File: src/shared/expander_pkg.sv
package expander_pkg;

    ////////////////////////////////////////////////////////////////////////////
    // widths
    localparam int PORT_W   = 8;
    localparam int STRAP_W  = 3;
    localparam int CNT_W    = 4;

    ////////////////////////////////////////////////////////////////////////////
    // slave address: fixed upper bits, straps fill the low three
    localparam logic [3:0] ADDR_FIXED = 4'h7;

    ////////////////////////////////////////////////////////////////////////////
    // register selects (low two command bits)
    localparam logic [1:0] SEL_INPUT  = 2'h0;
    localparam logic [1:0] SEL_LATCH  = 2'h1;
    localparam logic [1:0] SEL_INVERT = 2'h2;
    localparam logic [1:0] SEL_DIR    = 2'h3;

    ////////////////////////////////////////////////////////////////////////////
    // reset values
    localparam logic [7:0] LATCH_RESET  = 8'hFF;
    localparam logic [7:0] INVERT_RESET = 8'h00;
    localparam logic [7:0] DIR_RESET    = 8'hFF;
    localparam logic [7:0] CMD_RESET    = 8'h00;
    localparam logic [7:0] SNAP_RESET   = 8'h00;

    ////////////////////////////////////////////////////////////////////////////
    // bit counting
    localparam logic [3:0] BYTE_BITS    = 4'h8;
    localparam logic [3:0] LAST_TX_BIT  = 4'h7;
    localparam logic [3:0] CNT_RESET    = 4'h0;

    ////////////////////////////////////////////////////////////////////////////
    // link states, gray steps along the write and the read path
    typedef enum logic [3:0] {
        ST_IDLE      = 4'h0,
        ST_ADDR      = 4'h1,
        ST_ADDR_ACK  = 4'h3,
        ST_CMD       = 4'h2,
        ST_CMD_ACK   = 4'h6,
        ST_WDATA     = 4'h7,
        ST_WDATA_ACK = 4'h5,
        ST_RDATA     = 4'hB,
        ST_RACK      = 4'hF
    } link_state_e;

endpackage

File: src/shared/line_event_if.sv
`timescale 1ns/1ps
interface line_event_if;
    logic scl_rise;
    logic scl_fall;
    logic start;
    logic stop;
    logic sda;

    modport source (
        output scl_rise,
        output scl_fall,
        output start,
        output stop,
        output sda
    );

    modport sink (
        input scl_rise,
        input scl_fall,
        input start,
        input stop,
        input sda
    );
endinterface

File: src/core/sync_2ff.sv
`timescale 1ns/1ps
module sync_2ff #(
    parameter int               WIDTH     = 1,
    parameter logic [WIDTH-1:0] RESET_VAL = '0
) (
    input  wire logic             ref_clk,
    input  wire logic             nrst,
    input  wire logic [WIDTH-1:0] async_in,
    output logic      [WIDTH-1:0] sync_out
);

    logic [WIDTH-1:0] stage1;

    // stage1 feeds only sync_out
    always_ff @(posedge ref_clk) begin
        if (!nrst) begin
            stage1   <= RESET_VAL;
            sync_out <= RESET_VAL;
        end else begin
            stage1   <= async_in;
            sync_out <= stage1;
        end
    end

endmodule

File: src/core/line_monitor.sv
`timescale 1ns/1ps
module line_monitor (
    input  wire logic   ref_clk,
    input  wire logic   nrst,
    input  wire logic   scl_s,
    input  wire logic   sda_s,
    line_event_if.source ev
);

    logic scl_q;
    logic sda_q;

    // idle bus is high; resetting to one avoids a false edge at release
    always_ff @(posedge ref_clk) begin
        if (!nrst) begin
            scl_q <= 1'b1;
            sda_q <= 1'b1;
        end else begin
            scl_q <= scl_s;
            sda_q <= sda_s;
        end
    end

    assign ev.scl_rise = scl_s & ~scl_q;
    assign ev.scl_fall = ~scl_s & scl_q;
    assign ev.start    = scl_s & scl_q & sda_q & ~sda_s;
    assign ev.stop     = scl_s & scl_q & ~sda_q & sda_s;
    assign ev.sda      = sda_s;

endmodule

File: src/core/io_expander_core.sv
// Contract
// - answer to address with fixed upper bits and strap pins in the low three
// - last address bit one means read, zero means write
// - first byte after acknowledged write address is stored as the command
// - command low bits select input, latch, invert or direction register
// - stored pointer persists until a new command byte arrives
// - input register reads actual pin levels for all pins, after inversion
// - writes to the input register are discarded
// - latch resets to all ones and reads back the flip-flops, not pins
// - latch bit drives its pin only when that pin is an output
// - invert bit flips reported level of input pins; resets to zeros
// - direction one means input with driver off; resets to all ones
// - write is start, address, pointer, data, stop; address, pointer and data acknowledged
// - no auto-increment on writes; the last data byte stays
// - read is write of command, repeated start, read address, then data
// - multi-byte reads keep returning the pointed register
// - read data captured at rising clock of the preceding acknowledge
// - stop may end a read anytime; last captured data is valid
// - pull data low during acknowledge after each received byte; a foreign address byte is left unacknowledged
// - interrupt clears at acknowledge rising edge when input register is read
// - interrupt asserts while an input pin differs from last read level
`timescale 1ns/1ps
module io_expander_core (
    input  wire logic                        ref_clk,
    input  wire logic                        nrst,
    input  wire logic                        scl_in,
    input  wire logic                        sda_in,
    output logic                             sda_out,
    output logic                             sda_oe,
    input  wire logic                        addr_strap_bit0,
    input  wire logic                        addr_strap_bit1,
    input  wire logic                        addr_strap_bit2,
    input  wire logic [expander_pkg::PORT_W-1:0] port_pin_in,
    output logic      [expander_pkg::PORT_W-1:0] port_pin_out,
    output logic      [expander_pkg::PORT_W-1:0] port_pin_oe,
    output logic                             irq_n_out,
    output logic                             irq_n_oe
);

    ////////////////////////////////////////////////////////////////////////////
    // declarations

    logic [1:0]                            line_s;
    logic                                  scl_s;
    logic                                  sda_s;
    logic [expander_pkg::STRAP_W-1:0]      strap_s;
    logic [expander_pkg::PORT_W-1:0]       pin_s;

    expander_pkg::link_state_e             state;
    expander_pkg::link_state_e             next_state;
    logic [expander_pkg::CNT_W-1:0]        bit_cnt;
    logic [7:0]                            rx_shift;
    logic [7:0]                            tx_shift;

    logic [7:0]                            command_pointer;
    logic [expander_pkg::PORT_W-1:0]       pin_output_latch;
    logic [expander_pkg::PORT_W-1:0]       input_polarity_invert;
    logic [expander_pkg::PORT_W-1:0]       pin_direction;
    logic [expander_pkg::PORT_W-1:0]       pin_input_levels;
    logic [expander_pkg::PORT_W-1:0]       level_snapshot;
    logic                                  snapshot_primed;
    logic [1:0]                            prime_wait;
    logic                                  irq_drive;

    logic [6:0]                            own_addr;
    logic                                  addr_match;
    logic [1:0]                            reg_select;
    logic [7:0]                            selected_value;
    logic                                  rx_state;
    logic                                  byte_done;
    logic                                  data_write;
    logic                                  tx_capture;
    logic                                  irq_pending;

    ////////////////////////////////////////////////////////////////////////////
    // synchronisers and line event detection

    sync_2ff #(
        .WIDTH     (2),
        .RESET_VAL (2'h3)
    ) u_line_sync (
        .ref_clk  (ref_clk),
        .nrst     (nrst),
        .async_in ({scl_in, sda_in}),
        .sync_out (line_s)
    );

    assign scl_s = line_s[1];
    assign sda_s = line_s[0];

    sync_2ff #(
        .WIDTH     (expander_pkg::STRAP_W),
        .RESET_VAL (3'h0)
    ) u_strap_sync (
        .ref_clk  (ref_clk),
        .nrst     (nrst),
        .async_in ({addr_strap_bit2, addr_strap_bit1, addr_strap_bit0}),
        .sync_out (strap_s)
    );

    sync_2ff #(
        .WIDTH     (expander_pkg::PORT_W),
        .RESET_VAL (8'h00)
    ) u_pin_sync (
        .ref_clk  (ref_clk),
        .nrst     (nrst),
        .async_in (port_pin_in),
        .sync_out (pin_s)
    );

    line_event_if ev ();

    line_monitor u_monitor (
        .ref_clk (ref_clk),
        .nrst    (nrst),
        .scl_s   (scl_s),
        .sda_s   (sda_s),
        .ev      (ev.source)
    );

    ////////////////////////////////////////////////////////////////////////////
    // address, selection and readable values

    // straps are sampled continuously; they must hold still during a transfer
    assign own_addr   = {expander_pkg::ADDR_FIXED, strap_s};
    assign addr_match = (rx_shift[7:1] == own_addr);
    assign reg_select = command_pointer[1:0];

    // inversion applies only to pins set as inputs
    assign pin_input_levels = pin_s ^ (input_polarity_invert & pin_direction);

    always_comb begin
        unique case (reg_select)
            expander_pkg::SEL_INPUT:  selected_value = pin_input_levels;
            expander_pkg::SEL_LATCH:  selected_value = pin_output_latch;
            expander_pkg::SEL_INVERT: selected_value = input_polarity_invert;
            expander_pkg::SEL_DIR:    selected_value = pin_direction;
        endcase
    end

    ////////////////////////////////////////////////////////////////////////////
    // link state machine

    assign rx_state  = (state == expander_pkg::ST_ADDR) ||
                       (state == expander_pkg::ST_CMD) ||
                       (state == expander_pkg::ST_WDATA);
    assign byte_done = rx_state && ev.scl_fall && (bit_cnt == expander_pkg::BYTE_BITS);

    always_comb begin
        next_state = state;
        if (ev.start) begin
            next_state = expander_pkg::ST_ADDR;
        end else if (ev.stop) begin
            next_state = expander_pkg::ST_IDLE;
        end else begin
            unique case (state)
                expander_pkg::ST_IDLE: begin
                    next_state = expander_pkg::ST_IDLE;
                end
                expander_pkg::ST_ADDR: begin
                    if (byte_done) begin
                        // a foreign address parks the machine until the next start
                        next_state = addr_match ? expander_pkg::ST_ADDR_ACK
                                                : expander_pkg::ST_IDLE;
                    end
                end
                expander_pkg::ST_ADDR_ACK: begin
                    if (ev.scl_fall) begin
                        next_state = rx_shift[0] ? expander_pkg::ST_RDATA
                                                 : expander_pkg::ST_CMD;
                    end
                end
                expander_pkg::ST_CMD: begin
                    if (byte_done) begin
                        next_state = expander_pkg::ST_CMD_ACK;
                    end
                end
                expander_pkg::ST_CMD_ACK: begin
                    if (ev.scl_fall) begin
                        next_state = expander_pkg::ST_WDATA;
                    end
                end
                expander_pkg::ST_WDATA: begin
                    if (byte_done) begin
                        next_state = expander_pkg::ST_WDATA_ACK;
                    end
                end
                expander_pkg::ST_WDATA_ACK: begin
                    if (ev.scl_fall) begin
                        next_state = expander_pkg::ST_WDATA;
                    end
                end
                expander_pkg::ST_RDATA: begin
                    if (ev.scl_fall && (bit_cnt == expander_pkg::LAST_TX_BIT)) begin
                        next_state = expander_pkg::ST_RACK;
                    end
                end
                expander_pkg::ST_RACK: begin
                    if (ev.scl_rise && ev.sda) begin
                        next_state = expander_pkg::ST_IDLE;
                    end else if (ev.scl_fall) begin
                        next_state = expander_pkg::ST_RDATA;
                    end
                end
                default: begin
                    next_state = expander_pkg::ST_IDLE;
                end
            endcase
        end
    end

    always_ff @(posedge ref_clk) begin
        if (!nrst) begin
            state <= expander_pkg::ST_IDLE;
        end else begin
            state <= next_state;
        end
    end

    ////////////////////////////////////////////////////////////////////////////
    // bit counter and receive shifter

    always_ff @(posedge ref_clk) begin
        if (!nrst) begin
            bit_cnt <= expander_pkg::CNT_RESET;
        end else if (ev.start || (next_state != state)) begin
            bit_cnt <= expander_pkg::CNT_RESET;
        end else if (rx_state && ev.scl_rise) begin
            bit_cnt <= bit_cnt + 4'h1;
        end else if ((state == expander_pkg::ST_RDATA) && ev.scl_fall) begin
            bit_cnt <= bit_cnt + 4'h1;
        end
    end

    // sampled on rising clock, when data is stable
    always_ff @(posedge ref_clk) begin
        if (!nrst) begin
            rx_shift <= 8'h00;
        end else if (rx_state && ev.scl_rise) begin
            rx_shift <= {rx_shift[6:0], ev.sda};
        end
    end

    ////////////////////////////////////////////////////////////////////////////
    // command pointer and writable registers

    always_ff @(posedge ref_clk) begin
        if (!nrst) begin
            command_pointer <= expander_pkg::CMD_RESET;
        end else if ((state == expander_pkg::ST_CMD) && byte_done) begin
            command_pointer <= rx_shift;
        end
    end

    // every data byte lands in the same register
    assign data_write = (state == expander_pkg::ST_WDATA) && byte_done;

    always_ff @(posedge ref_clk) begin
        if (!nrst) begin
            pin_output_latch <= expander_pkg::LATCH_RESET;
        end else if (data_write && (reg_select == expander_pkg::SEL_LATCH)) begin
            pin_output_latch <= rx_shift;
        end
    end

    always_ff @(posedge ref_clk) begin
        if (!nrst) begin
            input_polarity_invert <= expander_pkg::INVERT_RESET;
        end else if (data_write && (reg_select == expander_pkg::SEL_INVERT)) begin
            input_polarity_invert <= rx_shift;
        end
    end

    always_ff @(posedge ref_clk) begin
        if (!nrst) begin
            pin_direction <= expander_pkg::DIR_RESET;
        end else if (data_write && (reg_select == expander_pkg::SEL_DIR)) begin
            pin_direction <= rx_shift;
        end
    end
    // a data write with the input select matches no branch above: dropped

    ////////////////////////////////////////////////////////////////////////////
    // transmit shifter

    // load at rising clock of address ack (read) or of a master ack
    assign tx_capture = ev.scl_rise &&
                        (((state == expander_pkg::ST_ADDR_ACK) && rx_shift[0]) ||
                         ((state == expander_pkg::ST_RACK) && !ev.sda));

    always_ff @(posedge ref_clk) begin
        if (!nrst) begin
            tx_shift <= 8'h00;
        end else if (tx_capture) begin
            tx_shift <= selected_value;
        end else if ((state == expander_pkg::ST_RDATA) && ev.scl_fall &&
                     (bit_cnt != expander_pkg::LAST_TX_BIT)) begin
            tx_shift <= {tx_shift[6:0], 1'b0};
        end
    end

    ////////////////////////////////////////////////////////////////////////////
    // data line drive (open drain)

    assign sda_out = 1'b0;
    assign sda_oe  = (state == expander_pkg::ST_ADDR_ACK) ||
                     (state == expander_pkg::ST_CMD_ACK) ||
                     (state == expander_pkg::ST_WDATA_ACK) ||
                     ((state == expander_pkg::ST_RDATA) && !tx_shift[7]);

    ////////////////////////////////////////////////////////////////////////////
    // port pins

    assign port_pin_out = pin_output_latch;
    assign port_pin_oe  = ~pin_direction;

    ////////////////////////////////////////////////////////////////////////////
    // interrupt: compare input pins against the level last read

    // baseline keeps reloading until the pin synchroniser holds real levels,
    // otherwise its reset value would raise a false interrupt after reset
    always_ff @(posedge ref_clk) begin
        if (!nrst) begin
            prime_wait      <= 2'h0;
            snapshot_primed <= 1'b0;
        end else begin
            prime_wait      <= {prime_wait[0], 1'b1};
            snapshot_primed <= prime_wait[1];
        end
    end

    always_ff @(posedge ref_clk) begin
        if (!nrst) begin
            level_snapshot <= expander_pkg::SNAP_RESET;
        end else if (!snapshot_primed) begin
            level_snapshot <= pin_input_levels;
        end else if (tx_capture && (reg_select == expander_pkg::SEL_INPUT)) begin
            level_snapshot <= pin_input_levels;
        end
    end

    // output pins never interrupt; a change landing on the capture edge still interrupts
    assign irq_pending = |((pin_input_levels ^ level_snapshot) & pin_direction);

    always_ff @(posedge ref_clk) begin
        if (!nrst) begin
            irq_drive <= 1'b0;
        end else begin
            irq_drive <= irq_pending && snapshot_primed;
        end
    end

    assign irq_n_out = 1'b0;
    assign irq_n_oe  = irq_drive;

endmodule

File: config.mk
export PLATFORM = sky130hd
export DESIGN_NAME = io_expander_core
export DESIGN_NICKNAME = d
export VERILOG_FILES = /design/src/shared/expander_pkg.sv /design/src/shared/line_event_if.sv /design/src/core/sync_2ff.sv /design/src/core/line_monitor.sv /design/src/core/io_expander_core.sv
export SDC_FILE = /design/constraint.sdc
export NUM_CORES = 1
export LEC_CHECK = 0
export ABC_CLOCK_PERIOD_IN_PS = 6150
export BUFFER_PORTS_ARGS = -buffer_cell sky130_fd_sc_hd__buf_2
export CAP_MARGIN = 20
export CORE_MARGIN = 1.5
export CORE_UTILIZATION = 38
export DETAILED_ROUTE_END_ITERATION = 7
export GPL_ROUTABILITY_DRIVEN = 0
export HOLD_SLACK_MARGIN = 0.15
export PLACE_DENSITY = 0.61
export SYNTH_ARGS = -nofsm -noshare
export SYNTH_HDL_FRONTEND = slang
export SYNTH_HIERARCHICAL = 1
export SYNTH_SLANG_ARGS = --single-unit
File: constraint.sdc
create_clock -name ref_clk -period 6.15 [get_ports ref_clk]
set_input_delay 0.615 -clock ref_clk [delete_from_list [all_inputs] [get_ports ref_clk]]
set_output_delay 0.615 -clock ref_clk [all_outputs]
set_load 0.005 [all_outputs]
==> summary by stage, run 1 <==
Timing
Headroom to the max-slew limit came out at 0.289. Of the available clock period, the critical path in the final layout requires 0.437. The worst setup slack after layout is 3.46 ns. After layout, the minimum clock period comes to 2.69 ns. The final count of pins violating max slew is 0.

On the final layout, the worst clock skew is 0.00678 ns. Setup repair after global routing left no endpoint under its margin. Based on the critical path, the design can be clocked at up to 0.372 GHz. The final count of hold timing violations was 0. The actual transition at the worst max-transition pin is 1.06 ns. The final count of negative-setup-slack endpoints is 0. In the final timing run, aggregate negative setup slack is 0 ns.

Final layout
For this run, the number of standard cells in the final layout without fillers is 639. In the final layout, the multi-input gates occupy 2250 sq um. Registers take 1800 sq um.

The filler cell count is 1,060. Of the cells placed in the final design, the portion with a size suffix greater than 1 is 0.160. Relative to the synthesized area, the layout overhead comes to 9.79%. The finished cells cover 4670 sq um. The antenna cell count is 0. The net count of the finished layout is 511. The leading cell type in the layout, fill and taps excluded is sky130_fd_sc_hd__dfxtp_1.

In the layout the commonest cells are 90 x sky130_fd_sc_hd__dfxtp_1, 59 x sky130_fd_sc_hd__nand2_1, 32 x sky130_fd_sc_hd__buf_2.

Power and ir drop
The worst-case IR drop observed on VDD is 0.0971 mV. The power density of the placed cells is 229 nW/um^2. Summed over all cells, the static leakage comes to 1.85 nW. The overall power is 0.00107 W.

Place
The post-detailed-placement cell area is 4460 sq um. Timing analysis after detailed placement gives a worst setup slack of 3.44 ns. Once detailed placement completed, the half-perimeter wirelength came to 6.48 mm. The number of buffers inserted by port buffering is 32. The number of placed instances, taps included, is 623.

Floorplanning
From bottom edge to top edge, the die measures 109 microns. The die covers 11,800 sq um. The initial utilization of the core area, before any placement, comes to 0.391. The I/O pin count is 35.

The core region is 10,900 sq um. The floorplan has 38 rows. The width of the die is 109 microns.

Global routing
The number of antenna violations at the first check in global routing is 0. The number of global-route vias before repair is 3,102. For this run the aggregate overflow at the end of global routing stands at 0. The overall fraction of global-route tracks in use is 0.170.

The first global-routing pass estimated 15.7 mm of wire. The maximum number of pins on one net before global-route repair is 83.

Worst setup path
Setup slack on the worst reg-to-reg path comes out at 3.46 ns. Together, buffers and inverters on the worst path number 0. The startpoint identified for the worst register-to-register timing path is state[0]. Data arrives at the worst endpoint at 2.94 ns. STA puts the critical path data required time at 6.40 ns.

The slowest stage of the critical path is the sky130_fd_sc_hd__o31ai_2 cell. STA classifies the critical path endpoint as a flip-flop. The gate family responsible for the most delay along the worst path is compound AO/OA/AOI/OAI gates.

The startpoint of the worst setup timing path is state[0]. In this run the worst path has a maximum fanout of 17. The class of the most critical setup path is flip-flop to flip-flop. The worst stage delay on the critical path is 0.95 ns. The signal on the critical path passes through and2_1 > nand3_1 > o31ai_2 > nand2_1 > o211a_1. The startpoint class of the critical path is a flip-flop.

Routing
For this run, the detailed router's first-pass iteration total came to 4. The mean routed wirelength per cell is 14.5 microns. The first routing iteration left 315 violations.

The overall via count from detail_route is 3,330. The number of nets with antenna violations after routing is 0. Summed over all layers, the routed wires come to 9.28 mm. The mean number of vias per cell is 5.21. The DRC violation count after routing is 0.

Job
The count of max-cap constraint violations is 0.

Clock tree
The H-tree generated during clock tree synthesis spans 3 levels. The clock tree buffer depth is 2. The tree is rooted in a sky130_fd_sc_hd__clkbuf_8. The clock tree from TritonCTS is yes. The clock-pin slew on the worst setup and hold paths is 0.09 ns. The number of setup buffers added after CTS is 0. Clock latency on the worst-skew pair, taken at its later pin, is 0.35 ns. The number of gates given a new drive strength after cts is 0. The number of CTS-inserted buffers is 9. The clock net in this run drives a total of 90 sinks. In this run, post-CTS hold repair placed 0 buffers.

Yosys
By area the synthesized netlist is led by sky130_fd_sc_hd__dfxtp_1 42%, sky130_fd_sc_hd__mux2i_1 5.6%, sky130_fd_sc_hd__nand2_1 5.2%, sky130_fd_sc_hd__xnor2_1 3.3%, sky130_fd_sc_hd__nor2b_1 3.1%. The cell area after synthesis is 4260 sq um. In the synthesized netlist, the number of instances is 476. The proportion of netlist area held by the largest area contributor is 0.423.

The Yosys step of the flow raised 6 warnings. Synthesis instantiated 64 different standard cells from the library. The fraction of registers with async set or reset after synthesis is 0.

Averaged over all synthesized cells, the footprint is 8.95 sq um. The number of synthesized register bits is 90. The synthesized design contains 0 enable-type register cells.

The share of the Yosys chip area taken by registers is 0.423. The most used flip-flop cell after synthesis is sky130_fd_sc_hd__dfxtp_1. The library cell occupying the most area in the post-synthesis netlist is sky130_fd_sc_hd__dfxtp_1.

Outcome
The run finished with clean final reports.

Worst hold path
The startpoint of the lowest-slack hold path is u_line_sync/stage1[0]. The tightest min-delay check is of the flip-flop to flip-flop type.
-- cell type report --
type,count,area share
Multi-Input combinational cell,344,0.482
Sequential cell,90,0.385
Timing Repair Buffer,34,0.0375
Tap cell,140,0.0375
Clock buffer,11,0.0324
Clock inverter,5,0.0131
Inverter,15,0.0120
-- path summary, 6_finish.rpt --
check / depth (start not counted) / end
max reg2reg: 5 / level_snapshot[0]
max: 5 / level_snapshot[0]
min: 1 / u_line_sync/sync_out[0]
min reg2reg: 1 / u_line_sync/sync_out[0]
-- cell families after synthesis --
group                      Yosys count  share of synthesized area
buffers and inverters               43                     0.0485
muxes                               25                     0.0591
and+or+nand+nor                    187                      0.243
xor gates and xnor gates            31                     0.0638
AOI/OAI and AO/OA                   97                      0.155
adders and majority gates            2                    0.00588
other                                1                   0.000881
DFF                                 90                      0.423
-- sequential cells by signal (all words and copies together) (netlist names), 3 cells and up --
register               count
bit_cnt                    4
u_strap_sync/sync_out      3
state                      4
tx_shift                   8
u_pin_sync/sync_out        8
port_pin_out               8
rx_shift                   8
u_pin_sync/stage1          8
level_snapshot             8
u_strap_sync/stage1        3
pin_direction              8
input_polarity_invert      8
-- per-stage QoR --
step	util	hold slack (ns)
CTS	0.429	0.415
global route	0.429	0.423
detailed placement	0.410	0.392
finish	0.429	0.411
floorplan	-	0.386
global placement	0.410	0.389
-- Yosys cell counts (3+ instances only) --
master / count
sky130_fd_sc_hd__o211ai_1: 15
sky130_fd_sc_hd__nand2b_1: 8
sky130_fd_sc_hd__and3_1: 5
sky130_fd_sc_hd__o21ai_0: 15
sky130_fd_sc_hd__xor2_1: 15
sky130_fd_sc_hd__o211a_1: 7
sky130_fd_sc_hd__clkbuf_1: 16
sky130_fd_sc_hd__and2_1: 14
sky130_fd_sc_hd__buf_6: 3
sky130_fd_sc_hd__nor2_1: 12
sky130_fd_sc_hd__buf_2: 3
sky130_fd_sc_hd__a31oi_1: 8
sky130_fd_sc_hd__a21oi_1: 23
sky130_fd_sc_hd__a21o_1: 4
sky130_fd_sc_hd__and2_2: 13
sky130_fd_sc_hd__xnor2_1: 16
sky130_fd_sc_hd__nand2_1: 59
sky130_fd_sc_hd__and4b_1: 3
sky130_fd_sc_hd__dfxtp_1: 90
sky130_fd_sc_hd__a211oi_1: 3
sky130_fd_sc_hd__o22ai_1: 3
sky130_fd_sc_hd__inv_1: 15
sky130_fd_sc_hd__nor2b_1: 21
sky130_fd_sc_hd__nand3_1: 20
sky130_fd_sc_hd__nor3_1: 7
sky130_fd_sc_hd__mux2i_1: 24
sky130_fd_sc_hd__buf_4: 5
-- per-layer routing --
metal,GRT usage,vias up,share of wire
met5,0,-,0
met4,0.0583,0,0.012
met3,0.0293,9,0.043
met2,0.260,78,0.44
met1,0.243,1555,0.51
li1,-,1688,-
-- power by group --
| part | switching [W] | internal, W |
|---|---|---|
| Combinational | 0.0000230 | 0.0000244 |
| Sequential | 0.00000732 | 0.000594 |
| Clock | 0.000212 | 0.000212 |
No activity file was read; power rests on OpenSTA's default activity.
==> run 2: changes to the inputs <==
ABC_CLOCK_PERIOD_IN_PS = 2600   (was 6150)
clock period = 2.6 ns   (was 6.15 ns; I/O delays follow)
==> run 2 against run 1 <==
  * Critical path type unchanged
  * Flip-flop and latch count unchanged
  * Hold slack got worse by 0.10 ns
  * Critical path depth is 1 higher
  * Power up 130%
  * Cell area increased by 3.9%
  * First-iteration DRC count shrank 14%
  * Global-route usage decreased by 0.080 points
  * Largest cell class unchanged
  * Clock skew barely moved
==> summary by stage, run 2 (synthesis gave the netlist of run 1 again) <==
Outcome
The flow ran to the end, and the final reports show no timing, DRC or antenna violations.

Timing
The final critical path time including I/O delays and setup came to 2.39 ns (-0.297 ns). The relative max-transition margin is 0.529 (+0.241). The final critical-path share of the clock period is 0.919 (+0.482).

The final count of pins violating max slew is 0 (unchanged). Setup repair after global routing left no endpoint under its margin. The fmax came to 0.419 GHz (+12%). The final count of hold timing violations was 0 (unchanged).

The setup skew after layout is 0.00667 ns (-0.000105 ns). The actual transition at the worst max-transition pin was 0.706 ns (-0.355 ns). The final count of negative-setup-slack endpoints came to 0 (unchanged). The setup TNS is 0 ns (unchanged).

Worst setup path
The critical-path maximum fanout is 17 (unchanged). The worst stage delay on the critical path is 0.68 ns (-0.27 ns). The worst setup path is captured at a flip-flop. The slowest stage of the critical path is the sky130_fd_sc_hd__dfxtp_1 cell. Traced cell by cell, the critical path runs through nand2_2 > or4_4 > o211ai_2 > a21oi_2 > or4_4 > nor3_1. The startpoint class of the critical path is a flip-flop. The critical path in this run is classified as flip-flop to flip-flop. The arrival time of data at the critical path endpoint is 2.66 ns (-0.28 ns). The endpoint required time on the critical path is 2.87 ns (-3.53 ns).

Counting stages on the worst path, the most repeated cell is sky130_fd_sc_hd__or4_4.

Power and ir drop
The internal power contribution came to 0.00195 W (+140%). The clock group share of total power is 0.384 (-0.011). The total leakage power is 1.94 nW (+5.0%).

The largest voltage drop on the vdd net came to 0.286 mV (+190%). The overall power is 0.00252 W (+130%). The net switching power was 0.000567 W (+130%). The power density of the placed cells was 519 nW/um^2 (+130%). The combinational group share of total power came to 0.051 (+0.007). The switching part of the total power is 0.225 (-0.00114). The share of total power in sequential cells is 0.565 (+0.004).

Clock tree
The number of setup buffers added after CTS is 0 (unchanged). The number of CTS-inserted buffers is 9 (unchanged). The clock tree buffer depth is 2 (unchanged). The clock-pin slew on the worst setup and hold paths was 0.09 ns (about the same). The clock tree from TritonCTS is yes. The insertion delay of the later-clocked pin in the worst-skew pair was 0.35 ns (about the same). The total clock sinks is 90 (unchanged). The number of gates given a new drive strength after cts is 0 (unchanged). CTS placed an instance of sky130_fd_sc_hd__clkbuf_8 at the clock tree root. The number of H-tree branching levels is 3 (unchanged).

Place
The final HPWL from detailed placement was 6.68 mm (+3.1%). The number of buffers inserted by port buffering is 32 (unchanged).

Global routing
The number of global-route vias before repair is 3,147 (+1.5%). The maximum number of pins on one net before global-route repair came to 82 (-1.2%). The wire length of the first global-routing pass is 15.6 mm (-0.79%). The overall fraction of global-route tracks in use is 0.170 (-0.000804). The number of antenna violations at the first check in global routing is 0 (unchanged). The total congestion overflow is 0 (unchanged).

Floorplanning
The initial core utilization is 0.391 (unchanged). The cell row count came to 38 (unchanged). The I/O pin count was 35 (unchanged).

The height of the chip is 109 microns (unchanged). The width of the die is 109 microns (unchanged). The area of the die is 11,800 sq um (unchanged).

The area inside the core boundary is 10,900 sq um (unchanged).

Final layout
The top cell types in the final layout, fill and taps aside, are 90 x sky130_fd_sc_hd__dfxtp_1, 59 x sky130_fd_sc_hd__nand2_1, 32 x sky130_fd_sc_hd__buf_2. The area added between synthesis and finish is 14.0%. The net count reported at finish is 532 (+4.1%). The share of the core filled with cells was 0.446 (+0.0167).

The library cell used most frequently in the layout, excluding fill and tap cells, is sky130_fd_sc_hd__dfxtp_1. The ratio of cells with drive above 1 in the final layout came to 0.167 (+0.00699). The antenna cell count is 0 (unchanged).

Routing
The total length of routed met2 wires is 4.28 mm (+6.0%). The wire length after detailed routing is 9.47 mm (+2.0%). The overall via count from detail_route is 3,412 (+2.5%). The total length of routed met3 wires came to 390 microns (-3.0%). The DRC marker count from the first detailed-route iteration came to 270 (-14%). The routed length on met1 is 4.68 mm (-1.2%).

The count of TritonRoute iterations in the first routing pass came to 4 (unchanged). Signal routing reaches up to met4. The mean routed wirelength per cell came to 14.3 microns (-1.2%). The mean number of vias per cell is 5.17 (-0.80%). The number of nets with antenna violations after routing is 0 (unchanged). The DRC violation count after routing is 0 (unchanged).

Worst hold path
The worst hold path belongs to the class input pin to flip-flop.

Job
The count of max-cap constraint violations came to 0 (unchanged).
==> run 2: path summary, 6_finish.rpt <==
check / from / to / slack, ns / cells past startpoint
min reg2reg: u_line_sync/stage1[1] / u_line_sync/sync_out[1] / 0.42 / 1
min: nrst / level_snapshot[6] / 0.31 / 3
max: state[0] / bit_cnt[2] / 0.21 / 6
max reg2reg: state[0] / bit_cnt[2] / 0.21 / 6
==> run 2: routing by layer <==
layer	global-route usage	vias up
met5	0	-
met4	0.0545	0
met3	0.0389	9
met2	0.268	69
met1	0.229	1612
li1	-	1722
==> run 2: final cells by class <==
| class | count | area, sq um |
|---|---|---|
| Fill cell | 1070 | 6030 |
| Clock buffer | 11 | 141 |
| Timing Repair Buffer | 55 | 365 |
| Inverter | 15 | 56.3 |
| Clock inverter | 5 | 62.6 |
| Multi-Input combinational cell | 344 | 2250 |
| Sequential cell | 90 | 1800 |
| Tap cell | 140 | 175 |
==> run 2: metrics by stage <==
step                      cells  setup WS, ns  hold slack (ns)  cell area (sq um)
after floorplan             477         0.606            0.288               4260
after global placement      631         0.354            0.395               4520
after detailed placement    631         0.267            0.399               4520
after CTS                   660         0.256            0.301               4860
after global routing        660        0.0935            0.316               4860
final                       660         0.212            0.308               4860
==> run 2: power by group through the flow <==
stage	sequential (W)	clock (W)	combinational (W)
global route	0.00143	0.00106	0.000144
detailed placement	0.00146	0	0.000115
floorplan	0.00145	0	0.0000881
finish	0.00142	0.000968	0.000129
CTS	0.00142	0.000998	0.000130
global placement	0.00145	0	0.000111
==> run 2: critical path: cells and delay by family (launching register included) <==
kind | cells | cell delay, ns
flops | 1 | 0.68
simple gates | 4 | 1.42
compound gates | 2 | 0.21
==> run 2: timing repair <==
item	4_1_cts	5_1_grt
hold buffers	13	0
endpoints found under the setup margin	0	0
hold endpoints to repair	13	0
==> run 3: changes to the inputs <==
BUFFER_PORTS_ARGS = default   (was -buffer_cell sky130_fd_sc_hd__buf_2)
DONT_BUFFER_PORTS = 1   (was default)
PLACE_DENSITY = 0.58   (was 0.61)
==> run 3 against run 2 <==
  * Flip-flop and latch count unchanged
  * Power decreased by 0.84%
  * Combinational power fell by 6%
  * Utilization down 1.3 points
  * Die area unchanged
  * Sequential share of layout area is 1.1 points higher
  * Fmax grew 0.16%
  * Sequential power hardly changed
  * Cell count is 4.7% lower
==> summary by stage, run 3 (synthesis gave the netlist of run 1 again) <==
Outcome
The flow ran to the end, and the final reports show no timing, DRC or antenna violations.

Worst setup path
The critical-path maximum fanout came to 17 (unchanged). The critical path is of the flip-flop to flip-flop type. The endpoint required time on the critical path is 2.88 ns (about the same).

STA classifies the critical path endpoint as a flip-flop. Walking the worst path, the cells encountered are nand2_2 > or4_4 > o211ai_2 > a21oi_2 > or4_4 > nor3_1. The register-to-register setup slack is 0.22 ns (about the same). The largest individual stage delay along the critical path comes from the cell sky130_fd_sc_hd__dfxtp_1. The startpoint of the worst register-to-register path is state[0].

STA classifies the critical path startpoint as a flip-flop. The worst stage delay on the critical path is 0.68 ns (about the same). The most used cell along the critical path is sky130_fd_sc_hd__or4_4. The number of cell instances on the worst register-to-register path is 6 (unchanged). The endpoint identified for the worst register-to-register timing path is bit_cnt[3]. The arrival time of data at the critical path endpoint came to 2.66 ns (about the same).

Floorplanning
The initial core utilization was 0.391 (unchanged). The height of the chip is 109 microns (unchanged). The cell row count is 38 (unchanged). The width of the die was 109 microns (unchanged). The area inside the core boundary came to 10,900 sq um (unchanged). The area of the die is 11,800 sq um (unchanged). The I/O pin count came to 35 (unchanged).

Routing
The mean routed wirelength per cell is 15.1 microns (+5.1%). The wire length after detailed routing is 9.49 mm (+0.20%). The mean number of vias per cell was 5.28 (+2.2%).

The number of nets with antenna violations after routing is 0 (unchanged). The DRC violation count after routing is 0 (unchanged). The DRC marker count from the first detailed-route iteration came to 369 (+37%).

The overall via count from detail_route is 3,324 (-2.6%). The count of TritonRoute iterations in the first routing pass is 5 (+1).

Final layout
The register cell area after layout is 1800 sq um (unchanged). The share of the core filled with cells is 0.433 (-0.0132). The ratio of cells with drive above 1 in the final layout was 0.115 (-0.0528).

The net count reported at finish came to 501 (-5.8%). The area of the multi-input gates came to 2250 sq um (unchanged). The antenna cell count came to 0 (unchanged). The library cell used most frequently in the layout, excluding fill and tap cells, is sky130_fd_sc_hd__dfxtp_1.

From synthesis to final layout, the design area changed by 10.7%. The filler cell count is 1,067 (-0.28%). The library cells used most frequently in the layout, excluding fill and tap cells, are 90 x sky130_fd_sc_hd__dfxtp_1, 59 x sky130_fd_sc_hd__nand2_1, 24 x sky130_fd_sc_hd__mux2i_1.

Timing
The fmax is 0.419 GHz (+0.16%). The actual transition at the worst max-transition pin is 0.638 ns (-0.0679 ns). The worst hold slack is 0.164 ns (-0.144 ns). The final critical path time including I/O delays and setup is 2.38 ns (-0.00390 ns). The final critical-path share of the clock period is 0.917 (-0.00150). The final count of negative-setup-slack endpoints is 0 (unchanged). The relative max-transition margin was 0.573 (+0.0437).

The final count of hold timing violations is 0 (unchanged). The setup TNS is 0 ns (unchanged). The setup skew after layout is 0.0120 ns (+0.00535 ns). The final count of pins violating max slew is 0 (unchanged). Setup repair after global routing left no endpoint under its margin.

Clock tree
The clock tree buffer depth was 2 (unchanged). The clock-pin slew on the worst setup and hold paths is 0.09 ns (about the same). The cell sitting at the root of the clock tree is a sky130_fd_sc_hd__clkbuf_8. The insertion delay of the later-clocked pin in the worst-skew pair came to 0.36 ns (about the same).

The total clock sinks is 90 (unchanged). TritonCTS built the clock tree. The number of CTS-inserted buffers is 9 (unchanged). The number of H-tree branching levels is 3 (unchanged). The number of setup buffers added after CTS is 0 (unchanged).

Global routing
The wire length of the first global-routing pass is 15.5 mm (-0.71%). The overall fraction of global-route tracks in use is 0.171 (+0.00120). The number of antenna violations at the first check in global routing is 0 (unchanged). The total congestion overflow is 0 (unchanged). The number of global-route vias before repair was 3,059 (-2.8%).

The maximum number of pins on one net before global-route repair is 82 (unchanged).

Worst hold path
For hold timing, the worst endpoint is level_snapshot[5]. The cell depth of the worst hold path is 2 (-1). The class of the tightest hold or removal check is input pin to flip-flop.

The worst hold path begins at nrst.

Place
The final HPWL from detailed placement was 6.58 mm (-1.5%). The number of buffers inserted by port buffering is 0 (-100%).

Power and ir drop
The largest voltage drop on the vdd net is 0.267 mV (-6.4%). The power density of the placed cells is 530 nW/um^2 (+2.2%). The total leakage power was 1.82 nW (-5.9%).

Job
The count of max-cap constraint violations is 0 (unchanged).
## run 3: cell count changes in the layout (fill, tap and decap cells not counted), sizes merged
| cell | previous run | this run |
|---|---|---|
| inv | 16 | 17 |
| clkinv | 1 | 2 |
| clkbuf | 11 | 10 |
| clkinvlp | 2 | 1 |
| buf | 42 | 11 |
## run 3: power by group
group	internal, W	switching, W	leakage [nW]
Combinational	0.0000670	0.0000545	0.993
Clock	0.000448	0.000506	0.0971
Sequential	0.00141	0.0000164	0.733
Total	0.00192	0.000577	1.82
## run 3: through the flow
| step | power (W) | std cells | setup WS [ns] | cell area [sq um] |
|---|---|---|---|---|
| after floorplan | 0.00154 | 477 | 0.606 | 4260 |
| after global placement | 0.00154 | 599 | 0.366 | 4360 |
| after detailed placement | 0.00154 | 599 | 0.250 | 4360 |
| after CTS | 0.00253 | 629 | 0.233 | 4710 |
| after global routing | 0.00261 | 629 | 0.0494 | 4710 |
| final | 0.00250 | 629 | 0.216 | 4710 |
## run 3: per-layer routing
metal / wire (microns) / track usage / part of all wire / up-vias
li1: - / - / - / 1670
met3: 434 / 0.0400 / 0.046 / 11
met2: 4280 / 0.266 / 0.45 / 87
met5: 0 / 0 / 0 / -
met4: 128 / 0.0620 / 0.013 / 0
met1: 4650 / 0.230 / 0.49 / 1556
## run 3: worst max path at each step
stage / start / to / slack [ns] / depth (start not counted)
3_5_place_dp: state[0] / bit_cnt[3] / 0.25 / 6
5_1_grt: state[0] / bit_cnt[3] / 0.05 / 6
6_report: state[0] / bit_cnt[3] / 0.22 / 6
2_1_floorplan: u_line_sync/sync_out[1] / bit_cnt[3] / 0.61 / 7
4_1_cts: state[0] / bit_cnt[3] / 0.23 / 6
3_3_place_gp: state[0] / bit_cnt[3] / 0.37 / 6
## run 3: final cells by class
class / instances / share of cell area
Clock buffer: 10 / 0.0271
Clock inverter: 6 / 0.0138
Inverter: 15 / 0.0119
Multi-Input combinational cell: 344 / 0.478
Sequential cell: 90 / 0.382
Tap cell: 140 / 0.0372
Timing Repair Buffer: 24 / 0.0494
## run 3: repair_timing
action / CTS / global route
hold buffers: 14 / 0
endpoints found under the hold margin: 83 / 0
gates resized for setup: 0 / 0
## run 3: worst max-delay path, delay by kind of cell (launching register included)
family	cells	cell delay, ns
flip-flops	1	0.68
AO/OA/AOI/OAI	2	0.20
AND/OR/NAND/NOR	4	1.41
